**src/hdl/rtd_pkg.sv**
```systemverilog
// Purpose: Constants and helpers for the reserved encoding trap decoder
// Assumes: 32-bit instruction words, APB register access
// Notes:   Opcode sets are 64-bit masks indexed by the primary opcode

package rtd_pkg;

  // ----------------------------------------
  // Register map
  // ----------------------------------------
  localparam logic [7:0] RTD_CFG_OFS = 8'h00;
  localparam logic [7:0] RTD_STATUS_OFS = 8'h04;
  localparam int RTD_CFG_REL_LSB = 0;
  localparam int RTD_CFG_DBG_BIT = 3;
  localparam int RTD_CFG_EXT_BIT = 4;
  localparam int RTD_CFG_CUST_BIT = 5;
  localparam int RTD_CFG_FRM_BIT = 6;
  localparam int RTD_CFG_CP2_BIT = 7;
  localparam int RTD_CFG_CU_LSB = 8;
  localparam int RTD_CFG_M64_BIT = 12;
  localparam int RTD_STAT_CAUSE_LSB = 0;
  localparam int RTD_STAT_CNT_LSB = 16;
  localparam logic [31:0] RTD_CFG_RST = 32'h0000_0306;

  // ----------------------------------------
  // Releases and encodings
  // ----------------------------------------
  localparam logic [2:0] RTD_REL_2 = 3'h2;
  localparam logic [2:0] RTD_REL_6 = 3'h6;
  localparam logic [5:0] RTD_OP_SPECIAL = 6'h00;
  localparam logic [5:0] RTD_OP_COP0 = 6'h10;
  localparam logic [5:0] RTD_OP_COP1 = 6'h11;
  localparam logic [5:0] RTD_OP_COP2 = 6'h12;
  localparam logic [5:0] RTD_OP_COP1X = 6'h13;
  localparam logic [5:0] RTD_OP_USER_GROUP = 6'h1C;
  localparam logic [5:0] RTD_OP_EXT = 6'h1E;
  localparam logic [5:0] RTD_OP_SPECIAL3 = 6'h1F;
  localparam logic [5:0] RTD_OP_PCREL = 6'h3B;
  localparam logic [5:0] RTD_FN_DEBUG = 6'h0E;
  localparam logic [63:0] RTD_CP1_MEM_MASK = 64'h2222_0000_0000_0000;
  localparam logic [63:0] RTD_CP2_MEM_MASK = 64'h4444_0000_0000_0000;
  localparam logic [63:0] RTD_REMOVED_LEGACY_MASK = 64'h0000_7444_0C30_0000;
  localparam logic [63:0] RTD_RELOCATED_LEGACY_MASK = 64'h1119_8000_0000_0000;

  typedef enum logic [1:0] {
    RTD_EXC_NONE = 2'h0,
    RTD_EXC_RI = 2'h1,
    RTD_EXC_CPU = 2'h2
  } rtd_cause_t;

  function automatic logic [5:0] rtd_opcode(input logic [31:0] w);
    return w[31:26];
  endfunction

  function automatic logic [5:0] rtd_funct(input logic [31:0] w);
    return w[5:0];
  endfunction

endpackage

```
**src/hdl/rtd_dec_if.sv**
```systemverilog
// Purpose: Carries word and configuration to the classifier, verdict back
// Assumes: Purely combinational path within one clock
// Notes:   The classifier never sees the bus
`timescale 1ns/100ps

interface rtd_dec_if;
  logic [31:0] word;
  logic [2:0] rel;
  logic dbg_impl;
  logic ext_present;
  logic cust_present;
  logic cp2_present;
  logic m64;
  logic [3:0] cu;
  logic ri_hit;
  logic cpu_hit;
  logic [1:0] ce;

  modport clsf (input word, rel, dbg_impl, ext_present, cust_present,
    cp2_present, m64, cu, output ri_hit, cpu_hit, ce);
  modport core (output word, rel, dbg_impl, ext_present, cust_present,
    cp2_present, m64, cu, input ri_hit, cpu_hit, ce);
endinterface

```
**src/hdl/rtd_classify.sv**
```systemverilog
// Purpose: Sorts one instruction word into legal, reserved or unusable
// Assumes: Configuration is stable for the cycle
// Notes:   Unusable coprocessor wins over reserved instruction
`timescale 1ns/100ps

module rtd_classify
  import rtd_pkg::*;
(
  rtd_dec_if.clsf d
);

  // ----------------------------------------
  // Classification
  // ----------------------------------------
  always_comb
  begin
    logic [5:0] op;
    logic r6;
    logic r2;
    logic cop_tgt;
    logic ri;
    logic [1:0] num;
    op = rtd_opcode(d.word);
    r6 = (d.rel >= RTD_REL_6);
    r2 = (d.rel >= RTD_REL_2);
    ri = 1'b0;
    cop_tgt = 1'b0;
    num = 2'h0;
    if (op == RTD_OP_COP0)
    begin
      cop_tgt = 1'b1;
    end
    if (op == RTD_OP_COP1 || op == RTD_OP_COP1X || RTD_CP1_MEM_MASK[op])
    begin
      cop_tgt = 1'b1;
      num = 2'h1;
    end
    // Release 6 reuses these slots for new branches
    if (op == RTD_OP_COP2 || (RTD_CP2_MEM_MASK[op] && !r6))
    begin
      cop_tgt = 1'b1;
      num = 2'h2;
      ri = !d.cp2_present;
    end
    if (op == RTD_OP_USER_GROUP)
    begin
      ri = r6 || !d.cust_present;
    end
    if (op == RTD_OP_COP1X)
    begin
      // Width mode is not consulted from release 2 on
      ri = r6 || (!r2 && !d.m64);
    end
    if (r6 && (RTD_REMOVED_LEGACY_MASK[op] || RTD_RELOCATED_LEGACY_MASK[op]))
    begin
      ri = 1'b1;
    end
    if (op == RTD_OP_EXT && !d.ext_present)
    begin
      ri = 1'b1;
    end
    if (op == RTD_OP_SPECIAL3 && !r2)
    begin
      ri = 1'b1;
    end
    if (op == RTD_OP_PCREL && !r6)
    begin
      ri = 1'b1;
    end
    // Single placement only; no alias is decoded
    if (op == RTD_OP_SPECIAL && rtd_funct(d.word) == RTD_FN_DEBUG)
    begin
      ri = !d.dbg_impl;
    end
    d.cpu_hit = cop_tgt && !d.cu[num];
    d.ri_hit = ri && !(cop_tgt && !d.cu[num]);
    d.ce = num;
  end

endmodule // rtd_classify

```
**src/hdl/rtd_trap_top.sv**
```systemverilog
// Purpose: Legality check of instruction words with trap selection
// Assumes: Instruction inputs come from logic on pclk
// Notes:   Verdict appears one cycle after the word is offered
//
// Notes on behaviour
// - Empty user group or usable coprocessor encodings trap reserved
// - Empty coprocessor encodings with access denied trap unusable
// - Release 6 traps the whole user group; older ones may define it
// - Absent debug instruction traps reserved
// - Present debug instruction decodes at its single assigned encoding only
// - Extension encodings trap reserved when the extension is absent
// - Release 2 encodings run on release 2 up, trap on release 1
// - Release 6 traps removed and relocated legacy encodings
// - Reused removed encodings: coprocessor unusable beats reserved
// - Corrected float ops legal in releases 2 to 5 in any width mode
// - On coprocessor encodings unusable beats reserved
// - Release 6 decodes fully; empty encodings trap reserved
//
// The address map and the APB interface to the registers were left to the implementer.
`timescale 1ns/100ps

module rtd_trap_top
  import rtd_pkg::*;
(
  input wire logic pclk,
  input wire logic presetn,
  input wire logic psel,
  input wire logic penable,
  input wire logic pwrite,
  input wire logic [7:0] paddr,
  input wire logic [31:0] pwdata,
  output logic [31:0] prdata,
  output logic pready,
  output logic pslverr,
  input wire logic instr_valid,
  input wire logic [31:0] instr_word,
  output logic res_valid,
  output logic exc_ri,
  output logic exc_cpu,
  output logic [1:0] exc_ce,
  output logic commit_en
);

  // ----------------------------------------
  // State
  // ----------------------------------------
  typedef struct packed {
    logic [2:0] rel;
    logic dbg;
    logic ext;
    logic cust;
    logic frm;
    logic cp2;
    logic m64;
    logic [3:0] cu;
    logic [31:0] rdata;
    logic slverr;
    logic res_valid;
    logic exc_ri;
    logic exc_cpu;
    logic [1:0] exc_ce;
    logic commit_en;
    logic [15:0] trap_cnt;
    rtd_cause_t last_cause;
  } rtd_state_t;

  localparam rtd_state_t RTD_STATE_RST = '{
    rel: RTD_CFG_RST[RTD_CFG_REL_LSB +: 3],
    dbg: RTD_CFG_RST[RTD_CFG_DBG_BIT],
    ext: RTD_CFG_RST[RTD_CFG_EXT_BIT],
    cust: RTD_CFG_RST[RTD_CFG_CUST_BIT],
    frm: RTD_CFG_RST[RTD_CFG_FRM_BIT],
    cp2: RTD_CFG_RST[RTD_CFG_CP2_BIT],
    m64: RTD_CFG_RST[RTD_CFG_M64_BIT],
    cu: RTD_CFG_RST[RTD_CFG_CU_LSB +: 4],
    rdata: 32'h0000_0000,
    slverr: 1'b0,
    res_valid: 1'b0,
    exc_ri: 1'b0,
    exc_cpu: 1'b0,
    exc_ce: 2'h0,
    commit_en: 1'b0,
    trap_cnt: 16'h0000,
    last_cause: RTD_EXC_NONE
  };

  rtd_state_t s_reg;
  rtd_state_t s_next;
  rtd_dec_if dec ();
  logic setup_ph;
  logic write_acc;
  logic [31:0] cfg_word;
  logic [31:0] stat_word;

  function automatic logic rtd_hit(input logic [7:0] a,
    input logic [7:0] ofs);
    return a == ofs;
  endfunction

  // ----------------------------------------
  // Classifier
  // ----------------------------------------
  assign dec.word = instr_word;
  assign dec.rel = s_reg.rel;
  assign dec.dbg_impl = s_reg.dbg;
  assign dec.ext_present = s_reg.ext;
  assign dec.cust_present = s_reg.cust;
  assign dec.cp2_present = s_reg.cp2;
  assign dec.m64 = s_reg.m64;
  assign dec.cu = s_reg.cu;

  rtd_classify u_classify (
    .d (dec.clsf)
  );

  // ----------------------------------------
  // Bus view
  // ----------------------------------------
  // Zero wait states keep the slave trivially deterministic
  assign pready = 1'b1;
  assign setup_ph = psel && !penable;
  assign write_acc = psel && penable && pwrite;

  always_comb
  begin
    cfg_word = 32'h0000_0000;
    cfg_word[RTD_CFG_REL_LSB +: 3] = s_reg.rel;
    cfg_word[RTD_CFG_DBG_BIT] = s_reg.dbg;
    cfg_word[RTD_CFG_EXT_BIT] = s_reg.ext;
    cfg_word[RTD_CFG_CUST_BIT] = s_reg.cust;
    cfg_word[RTD_CFG_FRM_BIT] = s_reg.frm;
    cfg_word[RTD_CFG_CP2_BIT] = s_reg.cp2;
    cfg_word[RTD_CFG_CU_LSB +: 4] = s_reg.cu;
    cfg_word[RTD_CFG_M64_BIT] = s_reg.m64;
    stat_word = 32'h0000_0000;
    stat_word[RTD_STAT_CAUSE_LSB +: 2] = s_reg.last_cause;
    stat_word[RTD_STAT_CNT_LSB +: 16] = s_reg.trap_cnt;
  end

  // ----------------------------------------
  // Next state
  // ----------------------------------------
  always_comb
  begin
    logic trap;
    s_next = s_reg;
    trap = instr_valid && (dec.ri_hit || dec.cpu_hit);
    // Read data and error are prepared in the setup phase
    if (setup_ph)
    begin
      s_next.rdata = 32'h0000_0000;
      s_next.slverr = 1'b0;
      if (rtd_hit(paddr, RTD_CFG_OFS))
      begin
        s_next.rdata = pwrite ? 32'h0000_0000 : cfg_word;
      end
      else if (rtd_hit(paddr, RTD_STATUS_OFS))
      begin
        s_next.rdata = pwrite ? 32'h0000_0000 : stat_word;
        s_next.slverr = pwrite;
      end
      else
      begin
        s_next.slverr = 1'b1;
      end
    end
    if (write_acc && rtd_hit(paddr, RTD_CFG_OFS))
    begin
      s_next.rel = pwdata[RTD_CFG_REL_LSB +: 3];
      s_next.dbg = pwdata[RTD_CFG_DBG_BIT];
      s_next.ext = pwdata[RTD_CFG_EXT_BIT];
      s_next.cust = pwdata[RTD_CFG_CUST_BIT];
      s_next.frm = pwdata[RTD_CFG_FRM_BIT];
      s_next.cp2 = pwdata[RTD_CFG_CP2_BIT];
      s_next.cu = pwdata[RTD_CFG_CU_LSB +: 4];
      s_next.m64 = pwdata[RTD_CFG_M64_BIT];
    end
    s_next.res_valid = instr_valid;
    s_next.exc_ri = instr_valid && dec.ri_hit;
    s_next.exc_cpu = instr_valid && dec.cpu_hit;
    s_next.exc_ce = instr_valid ? dec.ce : 2'h0;
    s_next.commit_en = instr_valid && !trap;
    if (trap)
    begin
      s_next.trap_cnt = s_reg.trap_cnt + 16'h0001;
      s_next.last_cause = dec.cpu_hit ? RTD_EXC_CPU : RTD_EXC_RI;
    end
  end

  always_ff @(posedge pclk or negedge presetn)
  begin
    if (!presetn)
    begin
      s_reg <= RTD_STATE_RST;
    end
    else
    begin
      s_reg <= s_next;
    end
  end

  assign prdata = s_reg.rdata;
  assign pslverr = s_reg.slverr;
  assign res_valid = s_reg.res_valid;
  assign exc_ri = s_reg.exc_ri;
  assign exc_cpu = s_reg.exc_cpu;
  assign exc_ce = s_reg.exc_ce;
  assign commit_en = s_reg.commit_en;

  logic [5:0] op_now;
  logic r6_now;
  assign op_now = rtd_opcode(instr_word);
  assign r6_now = (s_reg.rel >= RTD_REL_6);
endmodule // rtd_trap_top

```
**config.mk**
```make
export PLATFORM = sky130hd
export DESIGN_NAME = rtd_trap_top
export DESIGN_NICKNAME = d
export VERILOG_FILES = /design/src/hdl/rtd_pkg.sv /design/src/hdl/rtd_dec_if.sv /design/src/hdl/rtd_classify.sv /design/src/hdl/rtd_trap_top.sv
export SDC_FILE = /design/constraint.sdc
export NUM_CORES = 1
export LEC_CHECK = 0
export ABC_AREA = 0
export BUFFER_PORTS_ARGS = -buffer_cell sky130_fd_sc_hd__buf_2
export CAP_MARGIN = 10
export CORE_UTILIZATION = 53
export DETAILED_ROUTE_END_ITERATION = 12
export PLACE_DENSITY = 0.88
export SYNTH_ARGS = -nofsm -noshare
export SYNTH_HDL_FRONTEND = slang
export SYNTH_HIERARCHICAL = 1
export SYNTH_SLANG_ARGS = --single-unit
```
**constraint.sdc**
```tcl
create_clock -name pclk -period 5.8 [get_ports pclk]
set_clock_uncertainty 0.05 [all_clocks]
set_input_delay 0.87 -clock pclk [delete_from_list [all_inputs] [get_ports pclk]]
set_output_delay 0.87 -clock pclk [all_outputs]
set_load 0.1 [all_outputs]
```
# Word-level counts from Yosys, hierarchy flattened
# Memory sizes are Yosys's and may differ from the RTL's.
# Index checks and enable logic that the tools add are counted.
dict set report word_totals {
  ff_bits 70
  mem_bits_ro 256
  input_bits 78
  output_inout_bits 40
  mem_count 4
}
# name depth word_bits rd rd_clocked_by_memory_dff write_ports line
set mem_list {}
lappend mem_list {{(name not given)} 64 1 1 0 0 rtd_classify.sv:54} ;# if (r6 && (RTD_REMOVED_LEGACY_MASK[op] || RTD_RELOCATED_LEGACY_MASK[op]))
lappend mem_list {{(name not given)} 64 1 1 0 0 rtd_classify.sv:33} ;# if (op == RTD_OP_COP1 || op == RTD_OP_COP1X || RTD_CP1_MEM_MASK[op])
lappend mem_list {{(name not given)} 64 1 1 0 0 rtd_classify.sv:39} ;# if (op == RTD_OP_COP2 || (RTD_CP2_MEM_MASK[op] && !r6))
lappend mem_list {{(name not given)} 64 1 1 0 0 rtd_classify.sv:54}
dict set report classes {
  n_addsub 1
  n_lt_le_gt_ge 4
  eq_ne 10
  n_mux 27
  reduce_logical 37
}
# operator n
set op_table {}
lappend op_table {{two-way mux 32 bit} 3}
lappend op_table {{== test 6 x 5 -> 1 bit (second input constant)} 7}
lappend op_table {{two-way mux 1 bit} 19}
lappend op_table {{logical AND 1 bit} 17}
lappend op_table {{adder 16 x 1 -> 16 bit (second input constant)} 1}
lappend op_table {{two-way mux 13 bit} 1}
lappend op_table {{zero test 1 bit} 11}
lappend op_table {{== test 8 x 3 -> 1 bit (second input constant)} 1}
lappend op_table {{zero test 8 bit} 1}
lappend op_table {{logical OR 1 bit} 7}
lappend op_table {{< comparator 6 x 7 -> 1 bit (second input constant)} 1}
lappend op_table {{== test 6 x 4 -> 1 bit (second input constant)} 1}
lappend op_table {{== test 6 bit (second input constant)} 1}
lappend op_table {{zero test 6 bit} 1}
lappend op_table {{two-way mux 2 bit} 3}
lappend op_table {{greater-or-equal comparator 3 x 2 -> 1 bit (second input constant)} 1}
lappend op_table {{greater-or-equal comparator 3 bit (second input constant)} 1}
lappend op_table {{< comparator 2 x 3 -> 1 bit (second input constant)} 1}
lappend op_table {{binary-select mux 1 bit (select 2 bit)} 1}

# Logic depth before layout (Yosys ltp)
dict set report depth {
  ltp_word 17
  ltp_mapped 11
  mapped_depth_nobuf 11
}

# Cells and area by module
# The synthesis kept the hierarchy.
# mod instances cells_per_inst area_each_um2 seq_area_each_um2
set modules_own_cells {}
lappend modules_own_cells {rtd_trap_top 1 225 2890.3 1681.6}
lappend modules_own_cells {rtd_classify 1 53 374.1 0.0}

# Worst setup path before layout
# OpenSTA, ideal clock, no wires.
dict set report synth_path {
  path_type {input -> register}
  startpoint {input port instr_word[26]}
  endpoint {register s_reg[8] (netlist name)}
  setup_ns 0.124
  t_arrival_ns 2.943
  slack_ns 2.684
  cell_stages 10
  n_path_buf 0
  cell_sequence {ha_1 > and2b_2 > or2_2 > o221a_2 > a21oi_1 > a211oi_2 > o21ai_1 > nor2_1 > and3_1 > xor2_1}
}
dict set report synth_via {
  word_cells_on_any_way 48
}
# item line
set synth_rtl {}
lappend synth_rtl {{from (decl)} rtd_trap_top.sv:36} ;# input wire logic [31:0] instr_word,
lappend synth_rtl {{memory read (64 x 1 bit), or another cell as far along} n/a}
lappend synth_rtl {{two-way mux 1 bit (implied by the code), or another cell as far along} rtd_classify.sv:33}
lappend synth_rtl {{logical OR 1 bit / logical AND 1 bit (equally long branches)} {rtd_classify.sv:33, rtd_classify.sv:39}}
lappend synth_rtl {{two-way mux 1 bit / logical OR 1 bit (equally long branches)} {rtd_classify.sv:33, rtd_classify.sv:39}}
lappend synth_rtl {{two-way mux 2 bit} rtd_classify.sv:39}
lappend synth_rtl {{binary-select mux 1 bit (select 2 bit)} rtd_classify.sv:75} ;# d.cpu_hit = cop_tgt && !d.cu[num];
lappend synth_rtl {{two-way mux 1 bit (implied by the code)} rtd_classify.sv:75}
lappend synth_rtl {{zero test 1 bit} rtd_classify.sv:75}
lappend synth_rtl {{logical AND 1 bit *} rtd_classify.sv:75}
lappend synth_rtl {{via dec.cpu_hit} rtd_dec_if.sv:16} ;# logic cpu_hit;
lappend synth_rtl {{zero test 1 bit *} rtd_classify.sv:76} ;# d.ri_hit = ri && !(cop_tgt && !d.cu[num]);
lappend synth_rtl {{logical AND 1 bit *} rtd_classify.sv:76}
lappend synth_rtl {{via dec.ri_hit} rtd_dec_if.sv:15} ;# logic ri_hit;
lappend synth_rtl {{logical OR 1 bit *} rtd_trap_top.sv:147} ;# trap = instr_valid && (dec.ri_hit || dec.cpu_hit);
lappend synth_rtl {{logical AND 1 bit *} rtd_trap_top.sv:147}
lappend synth_rtl {{to (signal assigned)} rtd_trap_top.sv:198} ;# s_reg <= s_next;
lappend synth_rtl {{to (decl)} rtd_trap_top.sv:87} ;# rtd_state_t s_reg;
# The timed path passes the listed nets; every way through them passes the cells marked *. The select of a mux whose other input is x is not followed.
# A chain may end at the register's enable or synchronous reset.

# Worst setup path in the final report
dict set report layout_path {
  startpoint {input port instr_word[27]}
  endpoint {register s_reg[8] (netlist name)}
}
# Same word-level chain as after synthesis.

==> metrics.txt <==
status finished, final reports clean; Post-Syn Area ~0.0033 mm2; Final Cycle Share 0.559; TritonRoute pass-1 iters 4; Longest Clk Path Bufs 2; Post-DRT Antenna Nets 0; Setup WS pre-CTS 2.20 ns; CTS root buf clkbuf_8; Area contributors post-synth dfrtp_1 (48%), buf_4 (8.0%), a22o_1 (7.2%); Port Buffers 74; total CTS buffers 9; r2r setup slk between 3 and 4 ns; Setup-failing EPs final 0; Syn Inst Count around 280; num rows 28; drt wl/cell around 16 um; post-DR vias/cell around 5.6; leakage 1.87 nW; max FFs per register 29; CP bufs+invs 2; Critical R2R Capture s_reg[9]; Worst Path Required approximately 6.0 ns; register area share after synthesis 0.515; H-tree Lvls 3; Post-synth EDFFs 0; instance count on the critical path 12; initial drt markers 126; Post-CTS Setup Bufs 0; Worst Path Arrival between 3 and 4 ns; Layout fillers about 480; delay-heaviest family, CP compound AO/OA/AOI/OAI gates; CP Cell Sequence buf_2 -> inv_1 -> ha_1 -> nor4b_1 -> nand3b_1 -> o221a_2 -> a21oi_1 -> a211oi_2 -> o21ai_1 -> nor2_1 -> and3_1 -> xor2_1; fin area roughly 0.0036 mm2; FF-to-FF Start dec.rel[1]; setup TNS 0 ns; Most used DFF post-synth dfrtp_1; worst setup path class in2reg; Hold Path Class reg2reg; Syn Area/Cell around 12 um2; share of cells above drive strength 1 0.356; initial antenna violation count 0; RSZ-0062 raised after global routing false; DRC errors left 0; I/O pins approximately 120; largest area contributor in the netlist dfrtp_1; Async SR Flop Fraction 1.00; ANT cells 0; vias 2226; Worst-Margin Slew around 1.1 ns; most frequent cells after synthesis dfrtp_1 (63), buf_4 (35), a22o_1 (27); CTS tree built; fin nets 404; RePlAce Congestion between 0.8 and 0.9; largest net degree at the start of global routing ~70; post-layout total power between 1 and 1.5 mW; synthesis-stage register bit count 67; Multi-input gate area around 0.0012 mm2; Max Slew Vio Count 0; worst-case reg-to-reg path depth 9; # clock sinks 67; CP max stage cell o21ai_1; final wirelength 6.26 mm; clk_lat worst skew between 0.3 and 0.4 ns; top-count cell post-synth dfrtp_1; IR drop worst, VDD approximately 0.17 mV; Synth-to-Final Area Change 10.5%; die height around 80 um; Resized cells post-CTS 0; Hold Path End s_reg[17]; first-pass GRT wire length between 10 and 15 mm; Worst Hold Path Cells 1; Slew headroom 0.287; chip width slightly above 80 um; YS warnings 6; Yosys top cell area share 0.483; Placeable Area about 0.0059 mm2; initial core utilization 0.551; Hold Path Origin s_reg[17]; hold-fix buffers at CTS 0; crit path launch type input port; Critical Path End Type flip-flop; fin worst setup slack between 2 and 3 ns; die area about 0.0065 mm2; worst-path maximum fanout 6; max cap viols 0; pwr/cell area 278 mW/mm2; worst hold margin 0.432 ns; CTS clk-pin slew, worst paths around 0.070 ns; placed cell area 0.00341 mm2; dpl hpwl between 4 and 5 mm; FF+latch area about 0.0017 mm2; Tot GR Track Use 0.214; vias in the first global route approximately 2200; delay of the slowest cell on the worst path roughly 0.38 ns; FMAX ~310 MHz; Synth cell types 50; Final Hold Viols 0; final worst path period need approximately 3.2 ns; gr ovfl total 0
worst max-delay path by stage:
stage	from	to
6_report	instr_word[27]	s_reg[8]
5_1_grt	instr_word[27]	s_reg[8]
4_1_cts	instr_word[27]	s_reg[8]
3_5_place_dp	instr_word[27]	s_reg[8]
3_3_place_gp	instr_word[27]	s_reg[8]
2_1_floorplan	instr_word[26]	s_reg[8]
where the power goes:
group	internal [mW]	switching [mW]	total (mW)
Combinational	0.0396	0.0773	0.117
Clock	0.202	0.167	0.369
Sequential	0.490	0.0274	0.518
cells in the final DEF (no fill, tap or decap), drive strengths merged, types with 2 or more instances in the layout:
| cell | n |
|---|---|
| conb | 4 |
| ha | 5 |
| nand3 | 7 |
| and3 | 3 |
| buf | 76 |
| o31ai | 2 |
| or2 | 2 |
| mux2i | 2 |
| or4b | 2 |
| o2111ai | 2 |
| dfstp | 4 |
| nor3 | 3 |
| dfrtp | 63 |
| a22o | 27 |
| xnor2 | 14 |
| mux2 | 14 |
| and4 | 2 |
| clkbuf | 15 |
| nor3b | 2 |
| inv | 9 |
| and2 | 5 |
| nand2 | 17 |
| nand4 | 6 |
| o21ai | 7 |
| a21oi | 3 |
| nor4b | 2 |
| nor2 | 10 |
per-layer routing:
| layer | GRT usage | routed length (um) | vias to the layer above |
|---|---|---|---|
| met5 | 0 | 0 | - |
| met4 | 0.107 | 135 | 0 |
| met3 | 0.0500 | 414 | 11 |
| met2 | 0.334 | 2980 | 79 |
| met1 | 0.279 | 2740 | 1105 |
| li1 | - | - | 1031 |
layout make-up:
cell class                 instances  share of cell area
sequential                        67               0.466
multi-input combinational        158               0.338
timing repair buffer              76               0.107
clock buffer                      15              0.0517
tap                               75              0.0260
inverter                           9             0.00937
clock inverter                     1             0.00139
logic make-up (layout without fill, tap and decap cells):
logic type / Yosys count / count (layout) / synth area share
buffers and inverters: 55 / 101 / 0.113
XOR/XNOR: 15 / 15 / 0.0402
flip-flops: 67 / 67 / 0.515
AND/OR/NAND/NOR: 67 / 67 / 0.118
AO/OA/AOI/OAI: 51 / 51 / 0.126
adder cells (fa/ha/maj): 5 / 5 / 0.0192
other: 2 / 4 / 0.00230
multiplexers: 16 / 16 / 0.0659
through the flow:
stage | std cells | utilization
finish | 401 | 0.609
global placement | 385 | 0.577
floorplan | 280 | -
global route | 401 | 0.609
CTS | 401 | 0.609
detailed placement | 385 | 0.577
No activity file was read; power rests on OpenSTA's default activity.
